===== config.mk =====
export PLATFORM = sky130hd
export DESIGN_NAME = gpm_port_b
export DESIGN_NICKNAME = d
export VERILOG_FILES = /design/src/gpm_port_b.v /design/src/gpm_pin_cell.v
export VERILOG_INCLUDE_DIRS = /design/src
export SDC_FILE = /design/constraint.sdc
export NUM_CORES = 1
export LEC_CHECK = 0
export BUFFER_PORTS_ARGS = -buffer_cell sky130_fd_sc_hd__buf_2
export CAP_MARGIN = 10
export CORE_UTILIZATION = 43
export DETAILED_ROUTE_END_ITERATION = 12
export PLACE_DENSITY = 0.78
export SLEW_MARGIN = 20
export SYNTH_ARGS = -nofsm -noshare
export SYNTH_HDL_FRONTEND = slang
export SYNTH_SLANG_ARGS = --single-unit

===== constraint.sdc =====
create_clock -name I_REF_CLK -period 1.84 [get_ports I_REF_CLK]
set_clock_uncertainty 0.05 [all_clocks]
set_input_delay 0.368 -clock I_REF_CLK [delete_from_list [all_inputs] [get_ports I_REF_CLK]]
set_output_delay 0.368 -clock I_REF_CLK [all_outputs]
set_load 0.05 [all_outputs]

===== src/gpm_map.vh =====
// Purpose: Constants for the port B pin override mux.
// Assumes: APB with 32-bit data, one register per aligned word.
// Notes:   Offsets are byte addresses.
`ifndef GPM_MAP_VH
`define GPM_MAP_VH

// Register offsets
`define GPM_OFS_PIN      12'h000
`define GPM_OFS_DIR      12'h004
`define GPM_OFS_LATCH    12'h008
`define GPM_OFS_CTRL     12'h00c
`define GPM_OFS_SLEEP    12'h010

// Control register fields
`define GPM_CTRL_PUD     0
`define GPM_CTRL_SPE     1
`define GPM_CTRL_MSTR    2
`define GPM_CTRL_PCIE    3

// Sleep register fields
`define GPM_SLP_DEEP     0
`define GPM_SLP_WAKEFLG  1

// Reset values
`define GPM_RST_BYTE     8'h00

`endif


===== src/gpm_port_b.v =====
// What this block does
// - Clamp each pin's digital input to ground during deep sleep modes.
// - No clamp where the pin's external interrupt request is enabled.
// - Disabled edge interrupt pin held high sets its flag on waking.
// - Inputs stay enabled in reset, active and idle; off in deep sleep.
// - Every pull-up is forced off while reset is asserted.
// - Pull-up follows override value, else on when dir/latch/disable = 010.
// - Output driver enable follows override value, else direction bit.
// - Driven value is override value when enabled, else the latch bit.
// - Toggle override enable inverts the pin's output latch bit.
// - Input enable follows its override value, else the sleep state.
// - Alternate input taken after clamp, before synchroniser.
// - Strobes shared per port; clock, sleep, pull-up disable shared.
// - Bits 7..4 carry timer compare outputs and pin-change 15..12.
// - Bits 3..0 carry SPI MISO, MOSI, SCK, SS and pin-change 11..8.
// - Writing one to a pin-input bit toggles the latch bit.
// - Pin input passes a two-stage synchroniser before reading.
// - All pins tri-stated as soon as reset becomes active.
// - Input with latch one enables pull-up; output drives latch level.
//
// Purpose: Port B pin control with alternate-function overrides, APB slave.
// Assumes: 125 MHz I_REF_CLK, synchronous active-low I_RST_N.
// Notes:   Registers answer with zero wait states; unmapped reads give 0 and pslverr.
//
// Our own choices: the APB slave port and the address map.
`timescale 1ns/1ns
`include "gpm_map.vh"

module gpm_port_b
#(
  parameter WIDTH = 8
)
(
  // Clock and reset
  input  wire             I_REF_CLK,
  input  wire             I_RST_N,
  // APB slave
  input  wire             I_PSEL,
  input  wire             I_PENABLE,
  input  wire             I_PWRITE,
  input  wire [11:0]      I_PADDR,
  input  wire [31:0]      I_PWDATA,
  input  wire [3:0]       I_PSTRB,
  output reg  [31:0]      O_PRDATA,
  output wire             O_PREADY,
  output wire             O_PSLVERR,
  // Pads
  input  wire [WIDTH-1:0] I_PAD,
  output wire [WIDTH-1:0] O_PAD,
  output wire [WIDTH-1:0] O_PAD_OE_N,
  output wire [WIDTH-1:0] O_PULLUP,
  // Timer compare outputs, bits 7..4
  input  wire             I_TIMER2_COMPARE_A_OUT,
  input  wire             I_TIMER2_COMPARE_A_EN,
  input  wire             I_TIMER1_COMPARE_B_OUT,
  input  wire             I_TIMER1_COMPARE_B_EN,
  input  wire             I_TIMER1_COMPARE_A_OUT,
  input  wire             I_TIMER1_COMPARE_A_EN,
  input  wire             I_TIMER0_COMPARE_A_OUT,
  input  wire             I_TIMER0_COMPARE_A_EN,
  // SPI slave and master outputs
  input  wire             I_SPI_SLAVE_OUT,
  input  wire             I_SPI_MASTER_OUT,
  input  wire             I_SPI_SCK_OUT,
  // Pin-change mask 15..8 and toggle overrides
  input  wire [WIDTH-1:0] I_PIN_CHANGE_MASK,
  input  wire [WIDTH-1:0] I_TOGGLE_OVERRIDE_ENABLE,
  // Sleep controller
  input  wire             I_DEEP_SLEEP,
  // Alternate inputs
  output wire [WIDTH-1:0] O_PIN_CHANGE_SOURCE,
  output wire             O_SPI_MASTER_IN,
  output wire             O_SPI_SLAVE_IN,
  output wire             O_SPI_SCK_IN,
  output wire             O_SPI_SS_N,
  // Wake flag for disabled edge interrupt pin
  output wire             O_WAKE_EDGE_FLAG
);

  ////////////////////////////////////////////////////////////////////////////
  // Registers
  reg  [WIDTH-1:0] dir_q;
  reg  [WIDTH-1:0] dir_d;
  reg  [WIDTH-1:0] latch_q;
  reg  [WIDTH-1:0] latch_d;
  reg  [3:0]       ctrl_q;
  reg  [3:0]       ctrl_d;
  reg              wake_q;
  reg              wake_d;
  reg              sleep_q;
  reg  [WIDTH-1:0] pad_held_q;
  wire [WIDTH-1:0] pin_sync;
  wire [WIDTH-1:0] alt_di;

  wire global_pullup_disable   = ctrl_q[`GPM_CTRL_PUD];
  wire spe   = ctrl_q[`GPM_CTRL_SPE];
  wire mstr  = ctrl_q[`GPM_CTRL_MSTR];
  wire pcie  = ctrl_q[`GPM_CTRL_PCIE];
  wire spi_m = spe & mstr;

  // Port-wide strobes, shared by all pins
  wire wr_acc    = I_PSEL & I_PENABLE & I_PWRITE & I_PSTRB[0];
  wire wr_latch  = wr_acc & (I_PADDR == `GPM_OFS_LATCH);
  wire wr_toggle = wr_acc & (I_PADDR == `GPM_OFS_PIN);
  wire wr_dir    = wr_acc & (I_PADDR == `GPM_OFS_DIR);
  wire wr_ctrl   = wr_acc & (I_PADDR == `GPM_OFS_CTRL);
  wire wr_sleep  = wr_acc & (I_PADDR == `GPM_OFS_SLEEP);

  ////////////////////////////////////////////////////////////////////////////
  // Per-pin override signals
  reg [WIDTH-1:0] pullup_override_enable;
  reg [WIDTH-1:0] pullup_override_value;
  reg [WIDTH-1:0] direction_override_enable;
  reg [WIDTH-1:0] value_override_enable;
  reg [WIDTH-1:0] value_override_value;
  reg [WIDTH-1:0] input_enable_override_enable;

  // Alternate function table for port B
  always @*
  begin
    pullup_override_enable  = {4'h0, {4{spi_m}}};
    pullup_override_value  = {4'h0, latch_q[3:0] & {4{global_pullup_disable}}};
    direction_override_enable  = {4'h0, {4{spi_m}}};
    value_override_enable  = {I_TIMER2_COMPARE_A_EN, I_TIMER1_COMPARE_B_EN,
             I_TIMER1_COMPARE_A_EN, I_TIMER0_COMPARE_A_EN,
             1'b0, spi_m, spi_m, 1'b0};
    value_override_value  = {I_TIMER2_COMPARE_A_OUT, I_TIMER1_COMPARE_B_OUT,
             I_TIMER1_COMPARE_A_OUT, I_TIMER0_COMPARE_A_OUT,
             I_SPI_SLAVE_OUT, I_SPI_MASTER_OUT, I_SPI_SCK_OUT, 1'b0};
    input_enable_override_enable = I_PIN_CHANGE_MASK & {WIDTH{pcie}};
  end

  // Pin cells, one per bit; bit 7 drives only when its direction is set
  genvar g;
  generate
    for (g = 0; g < WIDTH; g = g + 1)
    begin : g_pin
      gpm_pin_cell u_cell
      (
        .i_clk      (I_REF_CLK),
        .i_rst_n    (I_RST_N),
        .i_dir      (dir_q[g]),
        .i_latch    (latch_q[g]),
        .i_pud      (global_pullup_disable),
        .i_sleep    (I_DEEP_SLEEP),
        .i_pullup_override_enable     (pullup_override_enable[g]),
        .i_pullup_override_value     (pullup_override_value[g]),
        .i_direction_override_enable     (direction_override_enable[g]),
        .i_direction_override_value     (1'b0),
        .i_value_override_enable     (value_override_enable[g]),
        .i_value_override_value     (value_override_value[g]),
        .i_input_enable_override_enable    (input_enable_override_enable[g]),
        .i_input_enable_override_value    (1'b1),
        .i_pad      (I_PAD[g]),
        .o_pad      (O_PAD[g]),
        .o_pad_oe_n (O_PAD_OE_N[g]),
        .o_pullup   (O_PULLUP[g]),
        .o_alt_di   (alt_di[g]),
        .o_pin_q    (pin_sync[g])
      );
    end
  endgenerate

  // Alternate inputs, unsynchronised
  assign O_PIN_CHANGE_SOURCE = alt_di;
  assign O_SPI_MASTER_IN     = alt_di[3];
  assign O_SPI_SLAVE_IN      = alt_di[2];
  assign O_SPI_SCK_IN        = alt_di[1];
  assign O_SPI_SS_N          = alt_di[0];

  ////////////////////////////////////////////////////////////////////////////
  // Register next values
  always @*
  begin
    dir_d   = dir_q;
    latch_d = latch_q ^ I_TOGGLE_OVERRIDE_ENABLE;
    ctrl_d  = ctrl_q;
    wake_d  = wake_q;
    if (wr_latch)
      latch_d = I_PWDATA[WIDTH-1:0] ^ I_TOGGLE_OVERRIDE_ENABLE;
    if (wr_toggle)
      latch_d = latch_d ^ I_PWDATA[WIDTH-1:0];
    if (wr_dir)
      dir_d = I_PWDATA[WIDTH-1:0];
    if (wr_ctrl)
      ctrl_d = I_PWDATA[3:0];
    // Software clears the wake flag by writing one
    if (wr_sleep && I_PWDATA[`GPM_SLP_WAKEFLG])
      wake_d = 1'b0;
    // Clamp release on a pin held high but not enabled is a logic change
    if (sleep_q && !I_DEEP_SLEEP && |(pad_held_q & ~input_enable_override_enable))
      wake_d = 1'b1;
  end

  // Register update
  always @(posedge I_REF_CLK)
  begin
    if (!I_RST_N)
    begin
      dir_q      <= `GPM_RST_BYTE;
      latch_q    <= `GPM_RST_BYTE;
      ctrl_q     <= 4'h0;
      wake_q     <= 1'b0;
      sleep_q    <= 1'b0;
      pad_held_q <= `GPM_RST_BYTE;
    end
    else
    begin
      dir_q      <= dir_d;
      latch_q    <= latch_d;
      ctrl_q     <= ctrl_d;
      wake_q     <= wake_d;
      sleep_q    <= I_DEEP_SLEEP;
      // Freeze the last unclamped pin levels while asleep, so the exit check sees them
      if (!I_DEEP_SLEEP)
        pad_held_q <= pin_sync;
    end
  end

  assign O_WAKE_EDGE_FLAG = wake_q;

  ////////////////////////////////////////////////////////////////////////////
  // APB read and answer
  reg        rd_hit;
  reg [31:0] rd_val;

  always @*
  begin
    rd_hit = 1'b1;
    rd_val = 32'h0000_0000;
    if (I_PADDR == `GPM_OFS_PIN)
      rd_val = {24'h00_0000, pin_sync};
    else if (I_PADDR == `GPM_OFS_DIR)
      rd_val = {24'h00_0000, dir_q};
    else if (I_PADDR == `GPM_OFS_LATCH)
      rd_val = {24'h00_0000, latch_q};
    else if (I_PADDR == `GPM_OFS_CTRL)
      rd_val = {28'h000_0000, ctrl_q};
    else if (I_PADDR == `GPM_OFS_SLEEP)
      rd_val = {30'h0000_0000, wake_q, I_DEEP_SLEEP};
    else
      rd_hit = 1'b0;
  end

  // Read data captured in the setup cycle
  always @(posedge I_REF_CLK)
  begin
    if (!I_RST_N)
      O_PRDATA <= 32'h0000_0000;
    else if (I_PSEL && !I_PENABLE && !I_PWRITE)
      O_PRDATA <= rd_val;
  end

  assign O_PREADY  = 1'b1;
  assign O_PSLVERR = I_PSEL & I_PENABLE & ~rd_hit;

endmodule // gpm_port_b


===== src/gpm_pin_cell.v =====
// Purpose: One port pin: override mux, input clamp, synchroniser.
// Assumes: Pad input is asynchronous to i_clk.
// Notes:   Pad controls are combinational from the override inputs.
`timescale 1ns/1ns

module gpm_pin_cell
(
  // Clock and reset
  input  wire i_clk,
  input  wire i_rst_n,
  // Register bits and shared controls
  input  wire i_dir,
  input  wire i_latch,
  input  wire i_pud,
  input  wire i_sleep,
  // Per-pin overrides
  input  wire i_pullup_override_enable,
  input  wire i_pullup_override_value,
  input  wire i_direction_override_enable,
  input  wire i_direction_override_value,
  input  wire i_value_override_enable,
  input  wire i_value_override_value,
  input  wire i_input_enable_override_enable,
  input  wire i_input_enable_override_value,
  // Pad
  input  wire i_pad,
  output wire o_pad,
  output wire o_pad_oe_n,
  output wire o_pullup,
  // Inputs to logic
  output wire o_alt_di,
  output reg  o_pin_q
);

  reg  sync_lat_q;
  wire drv_en;
  wire in_en;

  // Output driver enable and value
  assign drv_en     = i_direction_override_enable ? i_direction_override_value : i_dir;
  assign o_pad      = i_value_override_enable ? i_value_override_value : i_latch;
  // Tri-state as soon as reset is low, no clock needed
  assign o_pad_oe_n = ~(drv_en & i_rst_n);
  // Pull-up, forced off during reset
  assign o_pullup   = i_rst_n & (i_pullup_override_enable ? i_pullup_override_value : (~i_dir & i_latch & ~i_pud));
  // Input enable: clamp in deep sleep unless overridden
  assign in_en      = i_input_enable_override_enable ? i_input_enable_override_value : ~i_sleep;
  // Schmitt output clamped to ground, before the synchroniser
  assign o_alt_di   = i_pad & in_en;

  // Synchroniser: first stage feeds only the second
  always @(posedge i_clk)
  begin
    if (!i_rst_n)
    begin
      sync_lat_q <= 1'b0;
      o_pin_q    <= 1'b0;
    end
    else
    begin
      sync_lat_q <= o_alt_di;
      o_pin_q    <= sync_lat_q;
    end
  end

endmodule // gpm_pin_cell


==> results.toml, run 1 <==
[status]
status = "finished clean"

[timing]
setup_tns_ns = 0
finalMaxSlewViolations = 0
min_period_ns = 1.80
setup_violations = 0
rsz0062_at_grt = "yes"
hold_viol = 0
fmax_mhz = 557
finalCritPeriodShare = 0.976

[route]
wirelength_mm = 8.50
routedWlPerCell_um = 13.9
drc = 0
vias_per_cell = 5.18
firstDrtPassIters = 4
drt-initial-drc-count = 146
postRouteAntennaNets = 0
num_vias = 3167

[yosys]
yosysUniqueCellTypes = 47
synth-seq-cells = 54
async_reset_ff_frac = 0
ys_warn_count = 0
synth_seq_area_share = 0.315
syn_inst = 422
syn_avg_cell_area_sq_um = 8.14
synth_ff_type = "dfxtp_1"
synth_edf_count = 0
netlist_area_sq_um = 3440

[pwr]
switching_power_mw = 0.853
leakage_nw = 1.76
p_per_area_nw_per_um2 = 608
p_int_mw = 1.68
vdd_drop_max_uv = 300
finalPower_mw = 2.53
p_seq_frac = 0.486
p_comb_frac = 0.256
p_clk_frac = 0.259
swShare = 0.337

[setup_path]
crit_type = "reg2out"
path_max_fanout = 5
cp.required_ns = 1.42
arrival_ns = 1.38
start_kind = "flop"
cp-end-kind = "primary output"

[hold_path]
min_path_type = "in2reg"

[floorplanning]
initial_utilization = 0.445
core-area_sq_um = 7730
dieArea_sq_um = 8350
die_h_um = 91.4
row_count = 32
io_pins = 160
die_w_um = 91.4

[cells_and_area]
diodes = 0
layout_common_cells = "buf_2, nand2_1, dfxtp_1"
fin_nets = 598
final_common_cell = "buf_2"
area_growth_pct = 21.2
finalInstanceArea_sq_um = 4160
drive_gt1_frac = 0.342

[placed_design]
portBuffers = 106
placed_cell_area_sq_um = 3920
gp_congestion = 0.821
hpwl_mm = 6.51

[clocking]
cts_root_buf = "clkbuf_8"
path_clk_slew_ns = 0.10
clock-sinks = 54
h-tree-depth = 2
cts_tree = "yes"
postCtsHoldBufs = 0
clock_latency_ns = 0.31
clock_path_buffers = 2
cts_buffers = 5

[global_routing]
grt_pass1_vias = 2852
grt_max_degree = 30
grt_usage = 0.200
grt_pass1_wl_mm = 13.5
grt_overflow = 0
antenna_found_initial = 0

[run]
drv_cap = 0
metal layers:
layer  track usage  vias up  wire length (um)
met5             0        -                 0
met1         0.257     1463              3750
li1              -     1561                 -
met2         0.336      134              4060
met4        0.0595        0               116
met3        0.0385        9               567
area by class of cell:
class	count	area, sq um
well taps	102	128
flip-flops and latches	54	1090
fillers	704	3560
clock inverters	2	13.8
repair buffers	135	842
clock buffers	5	68.8
inverters	10	37.5
multi-input cells	303	1990
cell usage after synthesis, types with 10 or more instances:
master    instances  area (sq um)
a21boi_0         23           173
a21oi_1          13          65.1
and2_1           19           119
buf_4            57           428
clkbuf_1         15          56.3
dfxtp_1          54          1080
inv_1            10          37.5
mux2i_1          12           120
nand2_1          53           199
nor2b_1          16           100
nor3b_1          10          75.1
o21ai_0          30           150
stage by stage:
step	util	worst slack [ns]	std cells	hold slack [ns]
global route	0.539	-0.0581	611	0.233
finish	0.539	0.0443	611	0.243
floorplan	-	0.0111	445	0.362
CTS	0.523	0.00142	608	0.234
global placement	0.507	-0.246	601	0.366
detailed placement	0.507	-0.346	601	0.368
critical path, stage by stage, from the launching register on:
cell      delay [ns]
dfxtp_2         0.35
nand2b_1        0.24
nor3b_1         0.24
buf_4           0.23
timing repair:
| item | 4_1_cts | 5_1_grt |
|---|---|---|
| gates resized for setup | 15 | 36 |
| endpoints found under the setup margin | 21 | 30 |
| buffers inserted | 0 | 3 |
| pin swaps | 0 | 11 |
cells by family after synthesis:
group | share of synthesized area
other | 0.00219
AOI/OAI and AO/OA | 0.206
buffers and inverters | 0.161
and+or+nand+nor | 0.244
muxes | 0.0677
DFF | 0.315
xor gates and xnor gates | 0.00510
state kept, by name, indices dropped and copies added (netlist names):
name,count
ctrl_q,4
sleep_q,1
pad_held_q,8
O_PRDATA,8
g_pin.u_cell.o_pin_q,8
O_WAKE_EDGE_FLAG,1
g_pin.u_cell.sync_lat_q,8
dir_q,8
latch_q,8
power groups by stage:
stage	sequential, mW	combinational [mW]	clock, mW
finish	1.23	0.647	0.655
global route	1.24	0.686	0.713
CTS	1.23	0.629	0.668
detailed placement	1.26	0.619	0
global placement	1.26	0.609	0
floorplan	1.25	0.535	0
final timing paths:
check / start / endpoint / slack, ns / cells past startpoint
setup / recovery: ctrl_q[0] / O_PULLUP[4] / 0.04 / 3
hold / removal: I_TOGGLE_OVERRIDE_ENABLE[2] / latch_q[2] / 0.24 / 2
setup reg to reg: pad_held_q[0] / O_WAKE_EDGE_FLAG / 0.23 / 5
hold reg to reg: g_pin[2].u_cell.sync_lat_q / g_pin[2].u_cell.o_pin_q / 0.39 / 1
Note: power is estimated with default switching activity, not from simulation.
==> run 2, diff against run 1 <==
Settings changed: ABC_AREA from default to 1, CORE_UTILIZATION 43 to 42, PLACE_DENSITY 0.78 to 0.77.
==> run 2 against run 1 <==
  * Register-to-register slack better by 0.30 ns
  * Final cell count up 8.3%
  * Sequential cell count did not move
  * Power rose by 6.7%
  * Worst hold slack improved by 0.072 ns
  * Count of clock-buffer cells in the layout stayed put
  * Synthesized area down 3.9%
  * Setup slack worse by 0.035 ns
  * Die area down 1.6%
==> results.toml, run 2 <==
[route]
routedWlPerCell_um = 12.7
drc = 0
drt-initial-drc-count = 93
vias_per_cell = 4.81
num_vias = 3181
wirelength_mm = 8.38
firstDrtPassIters = 5
postRouteAntennaNets = 0

[timing]
rsz0062_at_grt = "yes"
worst_hold_slack_ns = 0.315
setup_violations = 0
min_period_ns = 1.83
fmax_mhz = 546
finalMaxSlewViolations = 0
fin_ws_ns = 0.00940
finalCritPeriodShare = 0.995
hold_viol = 0
setup_tns_ns = 0

[pwr]
leakage_nw = 2.04
p_clk_frac = 0.310
p_per_area_nw_per_um2 = 667
p_comb_frac = 0.233
vdd_drop_max_uv = 360
swShare = 0.335
finalPower_mw = 2.70
switching_power_mw = 0.904
p_seq_frac = 0.457
p_int_mw = 1.80

[setup_path]
crit_type = "reg2out"
cp-end-kind = "primary output"
arrival_ns = 1.41
r2r_cells = 4
start_kind = "flop"
path_max_fanout = 4
r2r_end = "O_WAKE_EDGE_FLAG"
path_cells = "inv_4 > xor2_4 > a2111oi_4 > buf_6"
critical-path-max-stage-delay_ns = 0.37
cp.required_ns = 1.42
critPathTopFamily = "flip-flops"
r2r_slack_ns = 0.53
crit_path_top_delay_cell = "dfxtp_2"
r2r_start = "ctrl_q[3]"
cp_num_buf_inv = 2

[clocking]
clock-sinks = 54
path_clk_slew_ns = 0.11
postCtsHoldBufs = 0
cts_root_buf = "clkbuf_8"
cts_buffers = 5
clock_path_buffers = 2
clock_latency_ns = 0.32
h-tree-depth = 2
cts_tree = "yes"

[cells_and_area]
layout_common_cells = "nand2_1, buf_2, dfxtp_1"
drive_gt1_frac = 0.350
finalInstanceArea_sq_um = 4050
finalNonFillerCells = 662
final_common_cell = "nand2_1"
n_fill_cell = 702
diodes = 0
fin_nets = 651
utilization = 0.547
area_growth_pct = 22.8

[hold_path]
hold_path_end = "ctrl_q[0]"
hold-path-cell-count = 3
min_from = "I_PWDATA[0]"
min_path_type = "in2reg"

[floorplanning]
die_h_um = 90.7
die_w_um = 90.7
initial_utilization = 0.446
row_count = 31
io_pins = 160
core-area_sq_um = 7410
dieArea_sq_um = 8220

[global_routing]
grt_usage = 0.206
grt_max_degree = 32
grt_pass1_vias = 2949
grt_pass1_wl_mm = 13.6
antenna_found_initial = 0
grt_overflow = 0

[run]
drv_cap = 0

[yosys]
yosysUniqueCellTypes = 38
synth_seq_area_share = 0.327
synth.most_common_cell = "nand2_1"
synth_top_area_frac = 0.327
ys_warn_count = 0
netlist_area_sq_um = 3300
synth.area.top_cells = "dfxtp_1, buf_4, nand2_1, inv_1, o21ai_0"
synth_top_area_cell = "dfxtp_1"
async_reset_ff_frac = 0
synth_edf_count = 0
ys_top_cells_by_count = "nand2_1, buf_4, dfxtp_1"
synth_ff_type = "dfxtp_1"
syn_avg_cell_area_sq_um = 7.00
syn_inst = 472
synth-seq-cells = 54

[placed_design]
portBuffers = 106
gp_congestion = 0.850
dp_slack_ns = -0.0847
dp.cells = 652
placed_cell_area_sq_um = 3770
hpwl_mm = 6.35

[status]
status = "finished clean"
run 2: changes by cell type in the layout (fill, tap and decap cells not counted), sizes merged, moves of 10 or more:
cell / change
nand2: +55
nor2: +44
inv: +43
a21boi: -19
nor2b: -16
nand3: +13
o21ai: +13
mux2i: -12
and2: -11
nor3b: -10
run 2: power groups by stage:
| stage | clock network (mW) | logic (mW) | registers [mW] |
|---|---|---|---|
| after floorplan | 0 | 0.510 | 1.27 |
| after global placement | 0 | 0.591 | 1.26 |
| after detailed placement | 0 | 0.604 | 1.26 |
| after CTS | 0.845 | 0.620 | 1.24 |
| after global routing | 0.897 | 0.677 | 1.24 |
| final | 0.837 | 0.630 | 1.24 |
run 2: per-layer routing:
layer	track usage	wire, um
met1	0.264	3740
met2	0.355	4040
met3	0.0387	508
met4	0.0511	91
met5	0	0
run 2: repair_timing:
item                                    in CTS  in global routing
gates resized for setup                     30                 24
endpoints found under the setup margin      20                 13
setup buffers                                2                  0
pin swaps                                    3                  5
run 2: cell type report:
| type | count | area [sq um] | area share |
|---|---|---|---|
| clock buffers | 5 | 68.8 | 0.0170 |
| clock inverters | 3 | 47.5 | 0.0117 |
| inverters | 53 | 204 | 0.0503 |
| multi-input cells | 317 | 1740 | 0.429 |
| flip-flops and latches | 54 | 1090 | 0.268 |
| well taps | 99 | 124 | 0.0306 |
| repair buffers | 131 | 783 | 0.193 |
run 2: kinds of logic after synthesis:
family	count (synthesis)	share of synthesized area
and+or+nand+nor	207	0.297
buffers and inverters	124	0.216
AOI/OAI and AO/OA	83	0.152
DFF	54	0.327
xor gates and xnor gates	2	0.00531
other	2	0.00227
run 2: worst register-to-register path, cell delays in order (launching register included):
cell	delay, ns
dfxtp_2	0.44
nand2_1	0.15
a22o_1	0.23
o31ai_1	0.24
a21oi_1	0.10
run 2: worst max path at each step:
stage,start,end,slack [ns],cells past startpoint
after floorplan,ctrl_q[3],O_PIN_CHANGE_SOURCE[3],-0.06,4
after global placement,I_PADDR[3],O_PSLVERR,-0.06,8
after detailed placement,I_PADDR[3],O_PSLVERR,-0.08,8
after CTS,ctrl_q[0],O_PULLUP[3],-0.09,4
after global routing,ctrl_q[2],O_PULLUP[2],-0.06,5
final,ctrl_q[0],O_PULLUP[3],0.009,4
